### config.mk
export PLATFORM = sky130hd
export DESIGN_NAME = video_overlay_window_color_key
export DESIGN_NICKNAME = d
export VERILOG_FILES = /design/src/design/overlay_pkg.sv /design/src/design/video_overlay_window_color_key.sv
export SDC_FILE = /design/constraint.sdc
export NUM_CORES = 1
export LEC_CHECK = 0
export ABC_AREA = 1
export BUFFER_PORTS_ARGS = -buffer_cell sky130_fd_sc_hd__buf_2
export CAP_MARGIN = 25
export CORE_MARGIN = 3
export CORE_UTILIZATION = 59
export CTS_BUF_LIST = sky130_fd_sc_hd__clkbuf_2
export DETAILED_ROUTE_END_ITERATION = 8
export PLACE_DENSITY = 0.82
export SYNTH_ARGS = -nofsm -noshare
export SYNTH_HDL_FRONTEND = slang
export SYNTH_SLANG_ARGS = --single-unit
### constraint.sdc
create_clock -name clk -period 4.35 [get_ports clk]
set_clock_uncertainty 0.1 [all_clocks]
set_input_delay 0.435 -clock clk [delete_from_list [all_inputs] [get_ports clk]]
set_output_delay 0.435 -clock clk [all_outputs]
set_load 0.01 [all_outputs]
### src/design/overlay_pkg.sv
// Constants and types for the video overlay, window and color key block
package overlay_pkg;

  // Indexed I/O ports: index written at one address, data at the next
  localparam logic [15:0] INDEX_PORT_ADDR = 16'h03D2;
  localparam logic [15:0] DATA_PORT_ADDR = 16'h03D3;

  // Register indices
  localparam logic [7:0] IDX_SECOND_BUFFER_POINTER_HIGH = 8'h27;
  localparam logic [7:0] IDX_LINE_SPAN = 8'h28;
  localparam logic [7:0] IDX_LEFT_LO = 8'h2A;
  localparam logic [7:0] IDX_LEFT_HI = 8'h2B;
  localparam logic [7:0] IDX_RIGHT_LO = 8'h2C;
  localparam logic [7:0] IDX_RIGHT_HI = 8'h2D;
  localparam logic [7:0] IDX_TOP_LO = 8'h2E;
  localparam logic [7:0] IDX_TOP_HI = 8'h2F;
  localparam logic [7:0] IDX_BOTTOM_LO = 8'h30;
  localparam logic [7:0] IDX_BOTTOM_HI = 8'h31;
  localparam logic [7:0] IDX_HORIZONTAL_ZOOM_FACTOR = 8'h32;
  localparam logic [7:0] IDX_VERTICAL_ZOOM_FACTOR = 8'h33;
  localparam logic [7:0] IDX_KEY_CTRL = 8'h3C;
  localparam logic [7:0] IDX_KEY_RED = 8'h3D;
  localparam logic [7:0] IDX_KEY_GREEN = 8'h3E;
  localparam logic [7:0] IDX_KEY_BLUE = 8'h3F;
  localparam logic [7:0] IDX_MASK_RED = 8'h40;
  localparam logic [7:0] IDX_MASK_GREEN = 8'h41;
  localparam logic [7:0] IDX_MASK_BLUE = 8'h42;
  localparam logic [7:0] IDX_LINE_LO = 8'h43;
  localparam logic [7:0] IDX_LINE_HI = 8'h44;

  // Key overlay control bit positions
  localparam int CTL_LSB_DISABLE = 7;
  localparam int CTL_KEY16 = 6;
  localparam int CTL_BLANK_GFX = 5;
  localparam int CTL_XY_EN = 2;
  localparam int CTL_KEY_EN = 1;
  localparam int CTL_OVERLAY_EN = 0;

  // Field widths and positions
  localparam int EDGE_W = 11;
  localparam int EDGE_HI_W = 3;
  localparam int ZOOM_W = 6;
  localparam int ZOOM_LSB = 2;
  localparam int LINE_W = 12;
  localparam int LINE_HI_W = 4;
  localparam int PTR_W = 24;
  localparam int PTR_ALIGN_BITS = 3;

  // Reset values
  localparam logic [7:0] RST_BYTE = 8'h00;
  localparam logic [2:0] RST_EDGE_HI = 3'h0;
  localparam logic [5:0] RST_ZOOM = 6'h00;

  typedef struct packed {
    logic [7:0] r;
    logic [7:0] g;
    logic [7:0] b;
  } pixel_t;

  // Graphics pixel layout for key comparison, Gray coded
  typedef enum logic [1:0] {
    MODE_DIRECT = 2'h0,
    MODE_RGB555 = 2'h1,
    MODE_RGB565 = 2'h3
  } key_mode_t;

endpackage

### src/design/video_overlay_window_color_key.sv
// Video overlay register file, playback window, zoom and color key mixer
`timescale 1ns/1ps

// Summary of operation
// - Hold second buffer pointer upper byte
// - Hold 8-bit playback line span
// - Left edge: low byte plus three bits
// - Right edge: low byte plus three bits
// - Top line: low byte plus three bits
// - Bottom line: low byte plus three bits
// - Control bit 7 zeroes output colour LSBs
// - Control bit 6 routes green key bit
// - Control bit 5 blanks graphics to zero
// - Bits 4 and 3 writable, reset zero
// - Bit 2 XY region, bit 1 keying
// - Bit 0 enables playback window
// - Three readable writable key value registers
// - Mask bit one excludes key bit
// - Pack 555 and 565 pixels for key
// - Line counter readable as twelve bits
// - Zoom factor applies only when enabled
// - Buffer pointers forced to quad alignment
module video_overlay_window_color_key
  import overlay_pkg::*;
(
  input wire logic clk,
  input wire logic nrst,
  input wire logic [15:0] io_addr,
  input wire logic io_wr,
  input wire logic io_rd,
  input wire logic [7:0] io_wdata,
  output logic [7:0] io_rdata,
  input wire logic [10:0] pos_x,
  input wire logic [10:0] pos_y,
  input wire logic [LINE_W-1:0] line_count,
  input wire key_mode_t key_mode,
  input wire logic horizontal_zoom_factor_en,
  input wire logic vertical_zoom_factor_en,
  input wire logic [PTR_W-1:0] first_ptr_raw,
  input wire logic [15:0] second_ptr_low_raw,
  input wire pixel_t gfx_pixel,
  input wire pixel_t vid_pixel,
  output pixel_t out_pixel,
  output logic video_sel,
  output logic [PTR_W-1:0] first_buffer_pointer,
  output logic [PTR_W-1:0] second_buffer_pointer,
  output logic [7:0] playback_span,
  output logic [ZOOM_W-1:0] horizontal_zoom_factor,
  output logic [ZOOM_W-1:0] vertical_zoom_factor
);

  logic [7:0] index_q;
  logic [7:0] second_buffer_pointer_hi_q;
  logic [7:0] span_q;
  logic [7:0] left_lo_q;
  logic [EDGE_HI_W-1:0] left_hi_q;
  logic [7:0] right_lo_q;
  logic [EDGE_HI_W-1:0] right_hi_q;
  logic [7:0] top_lo_q;
  logic [EDGE_HI_W-1:0] top_hi_q;
  logic [7:0] bottom_lo_q;
  logic [EDGE_HI_W-1:0] bottom_hi_q;
  logic [ZOOM_W-1:0] horizontal_zoom_factor_q;
  logic [ZOOM_W-1:0] vertical_zoom_factor_q;
  logic [7:0] ctl_q;
  pixel_t key_q;
  pixel_t mask_q;
  logic [LINE_HI_W-1:0] line_hi_hold_q;
  logic line_frozen_q;
  logic [7:0] rdata_q;
  pixel_t out_pixel_q;
  logic video_sel_q;
  logic [PTR_W-1:0] first_buffer_pointer_q;
  logic [PTR_W-1:0] second_buffer_pointer_q;
  logic [7:0] span_out_q;
  logic [ZOOM_W-1:0] horizontal_zoom_factor_out_q;
  logic [ZOOM_W-1:0] vertical_zoom_factor_out_q;

  // Host port decode
  wire index_hit = (io_addr == INDEX_PORT_ADDR);
  wire data_hit = (io_addr == DATA_PORT_ADDR);
  wire wr_index = io_wr && index_hit;
  wire wr_data = io_wr && data_hit;
  wire rd_data = io_rd && data_hit;
  wire rd_index = io_rd && index_hit;

  wire [EDGE_W-1:0] left_edge = {left_hi_q, left_lo_q};
  wire [EDGE_W-1:0] right_edge = {right_hi_q, right_lo_q};
  wire [EDGE_W-1:0] top_line = {top_hi_q, top_lo_q};
  wire [EDGE_W-1:0] bottom_line = {bottom_hi_q, bottom_lo_q};

  // High nibble comes from a copy reloaded every clock unless a low-byte read froze it, so a
  // low-then-high read pair cannot tear across a line boundary
  wire [7:0] line_hi_byte = {4'h0, line_hi_hold_q};

  wire [7:0] rd_mux =
    (index_q == IDX_SECOND_BUFFER_POINTER_HIGH) ? second_buffer_pointer_hi_q :
    (index_q == IDX_LINE_SPAN) ? span_q :
    (index_q == IDX_LEFT_LO) ? left_lo_q :
    (index_q == IDX_LEFT_HI) ? {5'h00, left_hi_q} :
    (index_q == IDX_RIGHT_LO) ? right_lo_q :
    (index_q == IDX_RIGHT_HI) ? {5'h00, right_hi_q} :
    (index_q == IDX_TOP_LO) ? top_lo_q :
    (index_q == IDX_TOP_HI) ? {5'h00, top_hi_q} :
    (index_q == IDX_BOTTOM_LO) ? bottom_lo_q :
    (index_q == IDX_BOTTOM_HI) ? {5'h00, bottom_hi_q} :
    (index_q == IDX_HORIZONTAL_ZOOM_FACTOR) ? {horizontal_zoom_factor_q, 2'h0} :
    (index_q == IDX_VERTICAL_ZOOM_FACTOR) ? {vertical_zoom_factor_q, 2'h0} :
    (index_q == IDX_KEY_CTRL) ? ctl_q :
    (index_q == IDX_KEY_RED) ? key_q.r :
    (index_q == IDX_KEY_GREEN) ? key_q.g :
    (index_q == IDX_KEY_BLUE) ? key_q.b :
    (index_q == IDX_MASK_RED) ? mask_q.r :
    (index_q == IDX_MASK_GREEN) ? mask_q.g :
    (index_q == IDX_MASK_BLUE) ? mask_q.b :
    (index_q == IDX_LINE_LO) ? line_count[7:0] :
    (index_q == IDX_LINE_HI) ? line_hi_byte :
    RST_BYTE;

  wire [7:0] rdata_d = rd_index ? index_q : (rd_data ? rd_mux : rdata_q);

  always_ff @(posedge clk or negedge nrst) begin
    if (!nrst) begin
      index_q <= RST_BYTE;
      rdata_q <= RST_BYTE;
    end else begin
      if (wr_index) begin
        index_q <= io_wdata;
      end
      rdata_q <= rdata_d;
    end
  end

  wire rd_line_lo = rd_data && (index_q == IDX_LINE_LO);
  wire rd_line_hi = rd_data && (index_q == IDX_LINE_HI);
  // Freeze starts on a low-byte read and ends on the high-byte read
  wire line_frozen_d = rd_line_lo || (line_frozen_q && !rd_line_hi);
  wire line_hi_load = rd_line_lo || !line_frozen_q;

  always_ff @(posedge clk or negedge nrst) begin
    if (!nrst) begin
      line_hi_hold_q <= 4'h0;
      line_frozen_q <= 1'b0;
    end else begin
      line_frozen_q <= line_frozen_d;
      if (line_hi_load) begin
        line_hi_hold_q <= line_count[LINE_W-1:8];
      end
    end
  end

  // Span, pointer and key registers have no defined reset value;
  // they are cleared anyway so nothing downstream starts unknown
  always_ff @(posedge clk or negedge nrst) begin
    if (!nrst) begin
      second_buffer_pointer_hi_q <= RST_BYTE;
      span_q <= RST_BYTE;
      key_q <= '0;
      mask_q <= '0;
    end else if (wr_data) begin
      if (index_q == IDX_SECOND_BUFFER_POINTER_HIGH) second_buffer_pointer_hi_q <= io_wdata;
      if (index_q == IDX_LINE_SPAN) span_q <= io_wdata;
      if (index_q == IDX_KEY_RED) key_q.r <= io_wdata;
      if (index_q == IDX_KEY_GREEN) key_q.g <= io_wdata;
      if (index_q == IDX_KEY_BLUE) key_q.b <= io_wdata;
      if (index_q == IDX_MASK_RED) mask_q.r <= io_wdata;
      if (index_q == IDX_MASK_GREEN) mask_q.g <= io_wdata;
      if (index_q == IDX_MASK_BLUE) mask_q.b <= io_wdata;
    end
  end

  always_ff @(posedge clk or negedge nrst) begin
    if (!nrst) begin
      left_lo_q <= RST_BYTE;
      left_hi_q <= RST_EDGE_HI;
      right_lo_q <= RST_BYTE;
      right_hi_q <= RST_EDGE_HI;
      top_lo_q <= RST_BYTE;
      top_hi_q <= RST_EDGE_HI;
      bottom_lo_q <= RST_BYTE;
      bottom_hi_q <= RST_EDGE_HI;
      horizontal_zoom_factor_q <= RST_ZOOM;
      vertical_zoom_factor_q <= RST_ZOOM;
      ctl_q <= RST_BYTE;
    end else if (wr_data) begin
      if (index_q == IDX_LEFT_LO) left_lo_q <= io_wdata;
      if (index_q == IDX_LEFT_HI) left_hi_q <= io_wdata[2:0];
      if (index_q == IDX_RIGHT_LO) right_lo_q <= io_wdata;
      if (index_q == IDX_RIGHT_HI) right_hi_q <= io_wdata[2:0];
      if (index_q == IDX_TOP_LO) top_lo_q <= io_wdata;
      if (index_q == IDX_TOP_HI) top_hi_q <= io_wdata[2:0];
      if (index_q == IDX_BOTTOM_LO) bottom_lo_q <= io_wdata;
      if (index_q == IDX_BOTTOM_HI) bottom_hi_q <= io_wdata[2:0];
      if (index_q == IDX_HORIZONTAL_ZOOM_FACTOR) horizontal_zoom_factor_q <= io_wdata[7:ZOOM_LSB];
      if (index_q == IDX_VERTICAL_ZOOM_FACTOR) vertical_zoom_factor_q <= io_wdata[7:ZOOM_LSB];
      // Reserved bits 4 and 3 are stored like any other bit
      if (index_q == IDX_KEY_CTRL) ctl_q <= io_wdata;
    end
  end

  // Key comparison: graphics pixel rearranged into key register layout
  logic [23:0] cmp_pix;
  always_comb begin
    cmp_pix = {gfx_pixel.r, gfx_pixel.g, gfx_pixel.b};
    case (key_mode)
      MODE_RGB555: begin
        cmp_pix = {8'h00, 1'b0, gfx_pixel.r[7:3], gfx_pixel.g[7:3],
                   gfx_pixel.b[7:3]};
      end
      MODE_RGB565: begin
        cmp_pix = {8'h00, gfx_pixel.r[7:3], gfx_pixel.g[7:2],
                   gfx_pixel.b[7:3]};
      end
      default: begin
        cmp_pix = {gfx_pixel.r, gfx_pixel.g, gfx_pixel.b};
      end
    endcase
  end

  wire [23:0] key_raw = {key_q.r, key_q.g, key_q.b};
  // One key bit lives in green bit 7; it is compared at blue bit 0
  wire [23:0] key_eff = ctl_q[CTL_KEY16] ?
    {key_raw[23:1], key_q.g[7]} : key_raw;
  wire [23:0] mask_eff = {mask_q.r, mask_q.g, mask_q.b};
  wire key_match =
    (((cmp_pix ^ key_eff) & ~mask_eff) == 24'h000000);

  wire in_window = (pos_x >= left_edge) && (pos_x <= right_edge) &&
                   (pos_y >= top_line) && (pos_y <= bottom_line);
  wire region_ok = ctl_q[CTL_XY_EN] ? in_window : 1'b1;
  wire key_ok = ctl_q[CTL_KEY_EN] ? key_match : 1'b1;
  wire sel_d = ctl_q[CTL_OVERLAY_EN] && region_ok && key_ok;

  wire pixel_t gfx_eff = ctl_q[CTL_BLANK_GFX] ? '0 : gfx_pixel;
  pixel_t mux_pix;
  always_comb begin
    mux_pix = sel_d ? vid_pixel : gfx_eff;
    if (ctl_q[CTL_LSB_DISABLE]) begin
      mux_pix.r[0] = 1'b0;
      mux_pix.g[0] = 1'b0;
      mux_pix.b[0] = 1'b0;
    end
  end

  wire [PTR_W-1:0] first_buffer_pointer_d =
    {first_ptr_raw[PTR_W-1:PTR_ALIGN_BITS], 3'h0};
  wire [PTR_W-1:0] second_buffer_pointer_d =
    {second_buffer_pointer_hi_q, second_ptr_low_raw[15:PTR_ALIGN_BITS], 3'h0};
  wire [ZOOM_W-1:0] horizontal_zoom_factor_d = horizontal_zoom_factor_en ? horizontal_zoom_factor_q : RST_ZOOM;
  wire [ZOOM_W-1:0] vertical_zoom_factor_d = vertical_zoom_factor_en ? vertical_zoom_factor_q : RST_ZOOM;

  always_ff @(posedge clk or negedge nrst) begin
    if (!nrst) begin
      out_pixel_q <= '0;
      video_sel_q <= 1'b0;
    end else begin
      out_pixel_q <= mux_pix;
      video_sel_q <= sel_d;
    end
  end

  always_ff @(posedge clk or negedge nrst) begin
    if (!nrst) begin
      first_buffer_pointer_q <= '0;
      second_buffer_pointer_q <= '0;
      span_out_q <= RST_BYTE;
      horizontal_zoom_factor_out_q <= RST_ZOOM;
      vertical_zoom_factor_out_q <= RST_ZOOM;
    end else begin
      first_buffer_pointer_q <= first_buffer_pointer_d;
      second_buffer_pointer_q <= second_buffer_pointer_d;
      span_out_q <= span_q;
      horizontal_zoom_factor_out_q <= horizontal_zoom_factor_d;
      vertical_zoom_factor_out_q <= vertical_zoom_factor_d;
    end
  end

  assign io_rdata = rdata_q;
  assign out_pixel = out_pixel_q;
  assign video_sel = video_sel_q;
  assign first_buffer_pointer = first_buffer_pointer_q;
  assign second_buffer_pointer = second_buffer_pointer_q;
  assign playback_span = span_out_q;
  assign horizontal_zoom_factor = horizontal_zoom_factor_out_q;
  assign vertical_zoom_factor = vertical_zoom_factor_out_q;

  AST_SECOND_BUFFER_POINTER_WRITE: assert property (@(posedge clk)
    disable iff (!nrst)
    (wr_data && index_q == IDX_SECOND_BUFFER_POINTER_HIGH) |->
      ##2 (second_buffer_pointer[23:16] == $past(io_wdata, 2)))
    else $error("second pointer high byte not taken");

  AST_PTR_ALIGN: assert property (@(posedge clk)
    disable iff (!nrst)
    (first_buffer_pointer[2:0] == 3'h0) &&
    (second_buffer_pointer[2:0] == 3'h0))
    else $error("buffer pointer not quad aligned");

  AST_EDGE_HI_READ: assert property (@(posedge clk)
    disable iff (!nrst)
    (rd_data && index_q == IDX_LEFT_HI) |=>
      (io_rdata == {5'h00, $past(left_hi_q)}))
    else $error("left edge high readback wrong");

  AST_LSB_DISABLE: assert property (@(posedge clk)
    disable iff (!nrst)
    ctl_q[CTL_LSB_DISABLE] |=>
      (out_pixel.r[0] == 1'b0 && out_pixel.g[0] == 1'b0 &&
       out_pixel.b[0] == 1'b0))
    else $error("colour LSB not forced to zero");

  AST_BLANK_GFX: assert property (@(posedge clk)
    disable iff (!nrst)
    (ctl_q[CTL_BLANK_GFX] && !sel_d) |=> (out_pixel == '0))
    else $error("graphics not blanked");

  AST_GFX_ONLY: assert property (@(posedge clk)
    disable iff (!nrst)
    !ctl_q[CTL_OVERLAY_EN] |=> !video_sel)
    else $error("video shown with overlay off");

  AST_ZOOM_GATE: assert property (@(posedge clk)
    disable iff (!nrst)
    !horizontal_zoom_factor_en |=> (horizontal_zoom_factor == 6'h00))
    else $error("horizontal zoom applied while disabled");

  AST_VZOOM_GATE: assert property (@(posedge clk)
    disable iff (!nrst)
    !vertical_zoom_factor_en |=> (vertical_zoom_factor == 6'h00))
    else $error("vertical zoom applied while disabled");

  AST_ZOOM_PASS: assert property (@(posedge clk)
    disable iff (!nrst)
    horizontal_zoom_factor_en |=> (horizontal_zoom_factor == $past(horizontal_zoom_factor_q)))
    else $error("horizontal zoom factor not passed");

  AST_LINE_HI: assert property (@(posedge clk)
    disable iff (!nrst)
    (rd_data && index_q == IDX_LINE_HI) |=> (io_rdata[7:4] == 4'h0))
    else $error("line counter reserved nibble not zero");

  AST_LINE_LO_READ: assert property (@(posedge clk)
    disable iff (!nrst)
    rd_line_lo |=> (io_rdata == $past(line_count[7:0])))
    else $error("line counter low byte readback wrong");

  AST_LINE_FREEZE: assert property (@(posedge clk)
    disable iff (!nrst)
    (line_frozen_q && !rd_line_lo) |=>
      (line_hi_hold_q == $past(line_hi_hold_q)))
    else $error("line counter high nibble not held");

  AST_PLAIN_OVERLAY: assert property (@(posedge clk)
    disable iff (!nrst)
    (ctl_q[2:0] == 3'b001 && !ctl_q[CTL_LSB_DISABLE]) |=>
      video_sel && (out_pixel == $past(vid_pixel)))
    else $error("overlay without key or region not selected");

  AST_MASKED_KEY: assert property (@(posedge clk)
    disable iff (!nrst)
    (ctl_q[2:0] == 3'b011 && mask_eff == 24'hFFFFFF) |=> video_sel)
    else $error("fully masked key did not match");

  AST_KEY_MISS: assert property (@(posedge clk)
    disable iff (!nrst)
    (ctl_q[CTL_KEY_EN] && !key_match) |=> !video_sel)
    else $error("video shown on key mismatch");

  AST_KEY16: assert property (@(posedge clk)
    disable iff (!nrst)
    (ctl_q[CTL_KEY16] && ctl_q[2:0] == 3'b011 &&
     key_mode == MODE_DIRECT && mask_eff == 24'hFFFFFE &&
     gfx_pixel.b[0] == key_q.g[7]) |=> video_sel)
    else $error("green key bit not used at blue bit 0");

  AST_WINDOW_OUT: assert property (@(posedge clk)
    disable iff (!nrst)
    (ctl_q[CTL_XY_EN] && !in_window) |=> !video_sel)
    else $error("video shown outside the window");

  AST_CTL_WRITE: assert property (@(posedge clk)
    disable iff (!nrst)
    (wr_data && index_q == IDX_KEY_CTRL) |=> (ctl_q == $past(io_wdata)))
    else $error("control register write not stored");

  AST_SPAN_OUT: assert property (@(posedge clk)
    disable iff (!nrst)
    (wr_data && index_q == IDX_LINE_SPAN) |->
      ##2 (playback_span == $past(io_wdata, 2)))
    else $error("line span not passed to output");

endmodule

==> results.cfg, run 1 <==
[run_status]
status = finished, final reports clean

[hold_path]
min_path_cells = 2
worstHoldEndpoint = first_buffer_pointer[16]$_DFF_PN0_
hp-start = first_ptr_raw[16]
hold_class = primary input to flip-flop

[setup_path]
crit_type = flip-flop to flip-flop
crit_chain = inv_1 -> ha_1 -> nand4_1 -> o41ai_1 -> nand4_1 -> a21boi_0 -> nand2_2 -> clkinv_4 -> nand2_1 -> nand2_1 -> dlygate4sd3_1
rrSetupSlack_ps = 680
worstPathRequired_ps = 5080
crit_start = bottom_hi_q[1]$_DFFE_PN0P_
cp_max_fo = 25
reg2reg_from = bottom_hi_q[1]$_DFFE_PN0P_
crit_path_top_delay_cell = dlygate4sd3_1
worstRegToRegCells = 11
cp_data_arrival_time_ps = 4400
crit_path_end_kind = flip-flop
cp_slowest_stage_delay_ps = 580
r2r-end = out_pixel[15]$_DFF_PN0_
cp-start-kind = flip-flop

[cts]
cts_tree = yes
clock-root-buffer = clkbuf_2
post_cts_buffers = 0
cts_htree_levels = 2
cts-buffers-inserted = 58
clk_latency_ps = 970
clock-sinks = 236
clk_pin_slew_ps = 120
clock_path_buffers = 3

[drt]
routed_wl_mm = 36.0
drt_first_pass_iters = 8
drt.antenna.violating_nets = 0
drtIter0Drc = 997
routedWlPerCell_um = 17.4
drc_errors = 0
vias = 11400
viasPerCell = 5.52

[timing]
finalSetupViolCount = 0
period_share_pct = 84.3
period_minus_slack_ps = 3670
max_slew_margin_pct = 31.5
whs_ps = 27.9
totalNegativeSetupSlack_ps = 0
rsz0062_at_grt = no
hold_viol = 0
worst_slew_pin_slew_ps = 1030
slew_violations = 0
fmax_ghz = 0.273

[logic_synthesis]
synth_top_area_share_pct = 51.7
netlist_instances = 1378
synth_area_leaders = dfrtp_1 52%, nand2_1 14%, o21ai_0 7.7%
synth-seq-area-share_pct = 51.7
syn_avg_cell_area_um2 = 8.29
synth_cell_types = 50
syn-cell-area_mm2 = 0.0114
ys_warn_count = 0
ys_ff_latch = 236
yosysTopAreaCell = dfrtp_1

[final_layout]
final_util_pct = 76.7
nNetsFinal = 1963
area_growth_pct = 26.9
drive_gt1_share_pct = 20.2
final_cell_mix = 421 x nand2_1, 241 x buf_2, 236 x dfrtp_1, 176 x o21ai_0, 138 x inv_1
n_fill_cell = 1392
final_common_cell = nand2_1

[global_routing]
use_met2_pct = 56.4
grtUsageMet1_pct = 42.2
track_usage_pct = 33.8
grt_pass1_vias = 11200
antenna_found_initial = 1
busiest_layer = met2
grt_start_max_net_pins = 110
grt_pass1_wl_mm = 57.7
use_met3_pct = 6.90
grt_overflow = 0

[floorplanning]
start_util_pct = 60.5
die_h_um = 145
core_mm2 = 0.0189
ioPinCount = 255
rows = 50
dieArea_mm2 = 0.0211
fp.dieW_um = 145

[pwr]
ir_drop_uv = 193
power.density_mw_per_mm2 = 286
p_leak_nw = 7.36

[placement]
finalWeightedCongestion = 0.935
dp_hpwl_mm = 23.2
io_buffers = 242

[job]
maxCapViolations = 0
## cells by family (layout without fill, tap and decap cells)
family,Yosys count,count (layout),synth area share (%)
and+or+nand+nor,638,638,23.6
DFF,236,236,51.7
adders and majority gates,44,44,4.82
muxes,5,5,0.471
xor gates and xnor gates,10,10,0.767
AOI/OAI and AO/OA,255,255,11.7
other,1,7,0.0328
buffers and inverters,189,609,6.91
## report_power, final
group	total, mW	switching (mW)	leakage (nW)	internal, mW
sequential	2.23	0.00937	3.15	2.22
clock	1.50	0.919	0.393	0.581
combinational	0.421	0.235	3.82	0.185
## Yosys cell counts (all sizes together)
cell and number:
inv 144, nor3 15, a21boi 1, mux2i 2
mux2 3, and2 2, nand2 425, o22ai 12
a21oi 46, o32ai 1, dfrtp 236, and3 3
o41ai 1, o21a 1, xor2 8, a211oi 2
clkbuf 21, and3b 1, clkinv 2, ha 44
conb 1, nand3 59, nand3b 2, o21bai 2
or2 10, o21ai 183, o211ai 1, buf 22
a221oi 2, nor2 81, o2111ai 2, o221ai 1
nand4 35, nor4 5, xnor2 2
## stage by stage
step / setup slack (ps) / cell area [um^2] / std cells / power (mW)
finish: 682 / 14500 / 2064 / 4.15
global route: 513 / 14500 / 2064 / 4.33
CTS: 914 / 14500 / 2063 / 4.13
detailed placement: 1170 / 12800 / 1846 / 2.60
global placement: 1300 / 12800 / 1846 / 2.59
floorplan: 2210 / 11400 / 1383 / 2.41
## flip-flops by register name (all words and copies together) (netlist names), 8 cells and up
signal,flops
first_buffer_pointer,21
out_pixel,24
index_q,8
span_q,8
io_rdata,8
left_lo_q,8
second_buffer_pointer,21
top_lo_q,8
right_lo_q,8
ctl_q,8
bottom_lo_q,8
second_buffer_pointer_hi_q,8
key_q,24
mask_eff,24
playback_span,8
## per-layer routing
| metal | wire length [um] | vias up |
|---|---|---|
| met5 | 0 | - |
| met4 | 1700 | 0 |
| met3 | 3080 | 124 |
| met2 | 17300 | 673 |
| met1 | 13900 | 5295 |
| li1 | - | 5298 |
## final cells by class
cell class              instances  area, um^2  share of cell area (%)
flip-flops and latches        236        5910                    40.7
multi-input cells             958        4750                    32.8
repair buffers                365        2440                    16.8
inverters                     146         556                    3.83
clock buffers                  83         415                    2.87
well taps                     260         325                    2.24
clock inverters                15         101                   0.699
diodes                          1        2.50                  0.0173
## critical path, delay by kind of cell (launching register included)
kind | cells | cell delay, ps
fa+ha+maj | 1 | 290
buf+inv | 3 | 960
compound gates | 2 | 810
simple gates | 5 | 960
flops | 1 | 400
## how the worst max path moves through the flow
| stage | endpoint | slack [ps] |
|---|---|---|
| after floorplan | out_pixel[10]$_DFF_PN0_ | 2210 |
| after global placement | span_q[7]$_DFFE_PN0P_ | 1300 |
| after detailed placement | span_q[5]$_DFFE_PN0P_ | 1170 |
| after CTS | out_pixel[10]$_DFF_PN0_ | 910 |
| after global routing | out_pixel[10]$_DFF_PN0_ | 510 |
| final | out_pixel[15]$_DFF_PN0_ | 680 |
## repair_timing
item | in CTS | in global routing
endpoints found under the hold margin | 188 | 0
hold buffers | 119 | 0
endpoints found under the setup margin | 0 | 0
gates resized for setup | 0 | 0
Power figures use the tool's default switching activity.
==> run 2, diff against run 1 <==
--- a/config.mk
+++ b/config.mk
@@ -9,10 +9,10 @@
 export BUFFER_PORTS_ARGS = -buffer_cell sky130_fd_sc_hd__buf_2
 export CAP_MARGIN = 25
 export CORE_MARGIN = 3
-export CORE_UTILIZATION = 59
+export CORE_UTILIZATION = 51
 export CTS_BUF_LIST = sky130_fd_sc_hd__clkbuf_2
 export DETAILED_ROUTE_END_ITERATION = 8
-export PLACE_DENSITY = 0.82
+export PLACE_DENSITY = 0.75
 export SYNTH_ARGS = -nofsm -noshare
 export SYNTH_HDL_FRONTEND = slang
 export SYNTH_SLANG_ARGS = --single-unit
==> constraint.sdc (replaced) <==
create_clock -name clk -period 3.25 [get_ports clk]
set_clock_uncertainty 0.1 [all_clocks]
set_input_delay 0.325 -clock clk [delete_from_list [all_inputs] [get_ports clk]]
set_output_delay 0.325 -clock clk [all_outputs]
set_load 0.01 [all_outputs]
==> results.cfg, run 2 (same netlist as run 1, synthesis figures left out) <==
[run_status]
status = finished, final reports clean

[pwr]
ir_drop_uv = 244
p_leak_nw = 7.60
power.density_mw_per_mm2 = 361
power_mw = 5.41

[final_layout]
final_common_cell = nand2_1
final_util_pct = 68.6
nNetsFinal = 2021
regArea_mm2 = 0.00591
multi_input_area_mm2 = 0.00477
final_cell_mix = 418 x nand2_1, 241 x buf_2, 235 x dfrtp_1, 176 x o21ai_0, 148 x dlygate4sd3_1
drive_gt1_share_pct = 21.4
area_growth_pct = 31.4
layout.cells.non_filler = 2137
n_fill_cell = 1743

[global_routing]
grt_pass1_wl_mm = 56.4
grt_pass1_vias = 11100
antenna_found_initial = 1
grt_start_max_net_pins = 90
track_usage_pct = 29.0
grt_overflow = 0

[timing]
totalNegativeSetupSlack_ps = 0
finalSetupViolCount = 0
worst_slew_pin_slew_ps = 901
period_minus_slack_ps = 3120
period_share_pct = 95.9
max_slew_margin_pct = 39.9
fin_ws_ps = 135
slew_violations = 0
rsz0062_at_grt = no
hold_viol = 0
fmax_ghz = 0.321

[placement]
io_buffers = 242
placed_cells = 1893
dp_hpwl_mm = 23.7
pre_cts_ws_ps = 270
finalWeightedCongestion = 0.937

[floorplanning]
die_h_um = 156
core_mm2 = 0.0219
start_util_pct = 52.2
fp.dieW_um = 156
dieArea_mm2 = 0.0242
ioPinCount = 255
rows = 54

[cts]
clock-sinks = 236
cts_htree_levels = 2
clock_path_buffers = 3
clock-root-buffer = clkbuf_2
clk_latency_ps = 860
post_cts_buffers = 0
cts-buffers-inserted = 60
clk_pin_slew_ps = 100
cts_tree = yes

[drt]
drtIter0Drc = 979
drt.antenna.violating_nets = 0
routed_wl_mm = 35.5
drt_first_pass_iters = 6
vias = 11300
routedWlPerCell_um = 16.6
viasPerCell = 5.27
drc_errors = 0

[setup_path]
crit_path_end_kind = flip-flop
worstPathRequired_ps = 3890
cp_data_arrival_time_ps = 3760
cp-start-kind = flip-flop
crit_type = flip-flop to flip-flop
cp_max_fo = 11

[hold_path]
hold_class = primary input to flip-flop

[job]
maxCapViolations = 0
## run 2: cell types whose count changed in the layout (fill, tap and decap cells not counted), sizes merged
cell	delta
dlygate4sd3	+29
clkbuf	+3
bufinv	-1
buf	+27
clkinv	-5
## run 2: layer usage
layer / track usage (%) / part of all wire, % / up-vias
met5: 0 / 0 / -
met4: 10.3 / 3.0 / 0
met3: 5.13 / 7.8 / 89
met2: 48.5 / 48 / 542
met1: 38.4 / 41 / 5227
li1: - / - / 5414
## run 2: final cells by class
class	count	area share (%)
Multi-Input combinational cell	958	31.8
Antenna cell	1	0.0167
Sequential cell	236	39.4
Clock buffer	86	2.87
Timing Repair Buffer	421	19.7
Clock inverter	9	0.225
Inverter	146	3.70
Tap cell	280	2.33
## run 2: report_power, final
part	total [mW]	internal, mW	switching (mW)
Sequential	2.98	2.97	0.0123
Clock	1.85	0.691	1.15
Combinational	0.585	0.271	0.314
## run 2: worst paths after layout
path / slack, ps / from / endpoint / cells past startpoint
worst max-delay path: 130 / index_q[4]$_DFFE_PN0P_ / io_rdata[6]$_DFFE_PN0P_ / 19
worst min register to register: 310 / span_q[7]$_DFFE_PN0P_ / playback_span[7]$_DFF_PN0_ / 0
worst max register to register: 130 / index_q[4]$_DFFE_PN0P_ / io_rdata[6]$_DFFE_PN0P_ / 19
worst min-delay path: 60 / io_wr / index_q[4]$_DFFE_PN0P_ / 3
min in group asynchronous: 500 / nrst / mask_eff[0]$_DFFE_PN0P_ / 3
max in group asynchronous: 1190 / nrst / out_pixel[7]$_DFF_PN0_ / 4
## run 2: critical path, stage by stage, from the launching register on
cell           delay [ps]
dfrtp_1               410
inv_1                  90
nand2_2               110
nor2_4                 60
buf_4                 160
nand2_1               110
inv_1                 120
nand2_1                80
o21ai_0               120
a21oi_1               150
nand4_1               130
nor2_2                140
nand4_1               120
nor2_1                140
nand4_1               130
nor2_1                120
nand2_1                60
nand2_1                50
nand2_1                50
dlygate4sd3_1         550
## run 2: what timing repair did
| item | 4_1_cts | 5_1_grt |
|---|---|---|
| endpoints found under the setup margin | 0 | 11 |
| endpoints found under the hold margin | 335 | 0 |
| resized for setup | 0 | 8 |
| hold buffers | 148 | 0 |
## run 2: metrics by stage
step	hold WS, ps	area (um^2)
after floorplan	-70.6	11400
final	61.7	15000
after global placement	293	13000
after global routing	12.8	15000
after CTS	0.993	15000
after detailed placement	292	13000
==> run 3, diff against run 2 <==
--- a/config.mk
+++ b/config.mk
@@ -8,6 +8,7 @@
 export ABC_AREA = 1
 export BUFFER_PORTS_ARGS = -buffer_cell sky130_fd_sc_hd__buf_2
 export CAP_MARGIN = 25
+export CORE_ASPECT_RATIO = 1.25
 export CORE_MARGIN = 3
 export CORE_UTILIZATION = 51
 export CTS_BUF_LIST = sky130_fd_sc_hd__clkbuf_2
==> results.cfg, run 3 (same netlist as run 1, synthesis figures left out) <==
[cts]
cts_tree = yes
post_cts_buffers = 0
clock-root-buffer = clkbuf_2
clock_path_buffers = 3
clk_latency_ps = 870
clk_pin_slew_ps = 110
cts_htree_levels = 2
cts-buffers-inserted = 56
clock-sinks = 236

[setup_path]
worstRegToRegCells = 19
crit_type = flip-flop to flip-flop
cp-start-kind = flip-flop
cp_data_arrival_time_ps = 3720
crit_path_top_delay_cell = dlygate4sd3_1
worstPathRequired_ps = 3900
path_common_cell = nand2_1
cp_max_fo = 5
crit_path_end_kind = flip-flop
rrSetupSlack_ps = 190
crit_chain = inv_1 -> nand2_1 -> buf_4 -> nor2_1 -> nand3_1 -> nand2_1 -> nor2_2 -> nand4_1 -> nor2_1 -> nand2_1 -> nand2_1 -> nand3_1 -> nand2_1 -> nand4_1 -> nand2_1 -> nand4_1 -> nand2_1 -> nand2_1 -> dlygate4sd3_1
cp_slowest_stage_delay_ps = 540

[timing]
period_share_pct = 94.3
max_slew_margin_pct = 36.9
worst_slew_pin_slew_ps = 946
period_minus_slack_ps = 3060
totalNegativeSetupSlack_ps = 0
rsz0062_at_grt = no
hold_viol = 0
fin_ws_ps = 186
slew_violations = 0
finalSetupViolCount = 0
fmax_ghz = 0.326

[floorplanning]
start_util_pct = 52.5
rows = 60
fp.dieW_um = 140
dieArea_mm2 = 0.0242
ioPinCount = 255
core_mm2 = 0.0218
die_h_um = 173

[drt]
vias = 11500
routed_wl_mm = 38.5
routedWlPerCell_um = 18.0
drt.antenna.violating_nets = 0
drtIter0Drc = 833
drt_first_pass_iters = 5
viasPerCell = 5.39
drc_errors = 0

[global_routing]
grt_overflow = 0
antenna_found_initial = 1
grt_start_max_net_pins = 96
track_usage_pct = 31.4
grt_pass1_wl_mm = 60.9
grt_pass1_vias = 11900

[final_layout]
drive_gt1_share_pct = 21.2
nNetsFinal = 2018
final_common_cell = nand2_1
area_growth_pct = 31.4
final_util_pct = 69.0
n_fill_cell = 1755
layout.cells.non_filler = 2140
final_cell_mix = 419 x nand2_1, 241 x buf_2, 235 x dfrtp_1, 176 x o21ai_0, 145 x dlygate4sd3_1

[hold_path]
min_path_cells = 2
hold_class = primary input to flip-flop

[placement]
pre_cts_ws_ps = 367
dp_hpwl_mm = 25.2
io_buffers = 242
placed_cells = 1896
finalWeightedCongestion = 0.910

[pwr]
power_mw = 5.44
power.density_mw_per_mm2 = 362
ir_drop_uv = 330
p_leak_nw = 7.58

[run_status]
status = finished, final reports clean

[job]
maxCapViolations = 0
[run 3: changes by cell type in the layout (fill, tap and decap cells not counted), moves of 2 or more]
| cell | previous run | this run |
|---|---|---|
| buf_4 | 29 | 33 |
| clkbuf_2 | 86 | 77 |
| clkinv_1 | 8 | 17 |
| clkinv_2 | 0 | 2 |
| dlygate4sd3_1 | 148 | 145 |
| inv_2 | 7 | 5 |
| inv_6 | 0 | 2 |
[run 3: worst paths after layout]
kind                                                       end                                      start
max reg2reg                            io_rdata[1]$_DFFE_PN0P_                     index_q[1]$_DFFE_PN0P_
max in group asynchronous    first_buffer_pointer[6]$_DFF_PN0_                                       nrst
max                                    io_rdata[1]$_DFFE_PN0P_                     index_q[1]$_DFFE_PN0P_
min in group asynchronous  second_buffer_pointer[12]$_DFF_PN0_                                       nrst
min reg2reg                second_buffer_pointer[19]$_DFF_PN0_  second_buffer_pointer_hi_q[3]$_DFFE_PN0P_
min                         first_buffer_pointer[17]$_DFF_PN0_                          first_ptr_raw[17]
[run 3: timing repair]
item                                    CTS  global route
gates resized for setup                   0             5
hold buffers                            145             0
hold endpoints to repair                324             0
endpoints found under the setup margin    0             1
[run 3: metal layers]
layer  GRT usage [%]  up-vias  routed length (um)
met2            56.7      559               20000
met1            35.6     5451               14200
met5               0        -                   0
li1                -     5404                   -
met4            14.8        0                1880
met3            5.82      125                2470
[run 3: per-stage QoR]
step	hold slack [ps]	instance area (um^2)
finish	58.4	15000
global route	1.32	15000
detailed placement	296	13100
floorplan	-70.6	11400
CTS	4.72	15000
global placement	293	13100
[run 3: critical path: cells and delay by family, from the launching register on]
kind          cells  cell delay [ps]
buf+inv           3              830
flops             1              430
simple gates     16             1610
[run 3: final cells by class]
cell class                 count  area, um^2  area share (%)
sequential                   236        5910            39.3
multi-input combinational    958        4760            31.7
timing repair buffer         422        2960            19.7
inverter                     146         556            3.70
clock buffer                  77         385            2.57
tap                          279         349            2.32
clock inverter                21        95.1           0.633
antenna                        1        2.50          0.0167
[run 3: report_power, final]
part	switching (mW)	internal [mW]	total, mW
sequential	0.0137	2.97	2.99
clock	1.22	0.655	1.87
combinational	0.314	0.268	0.582
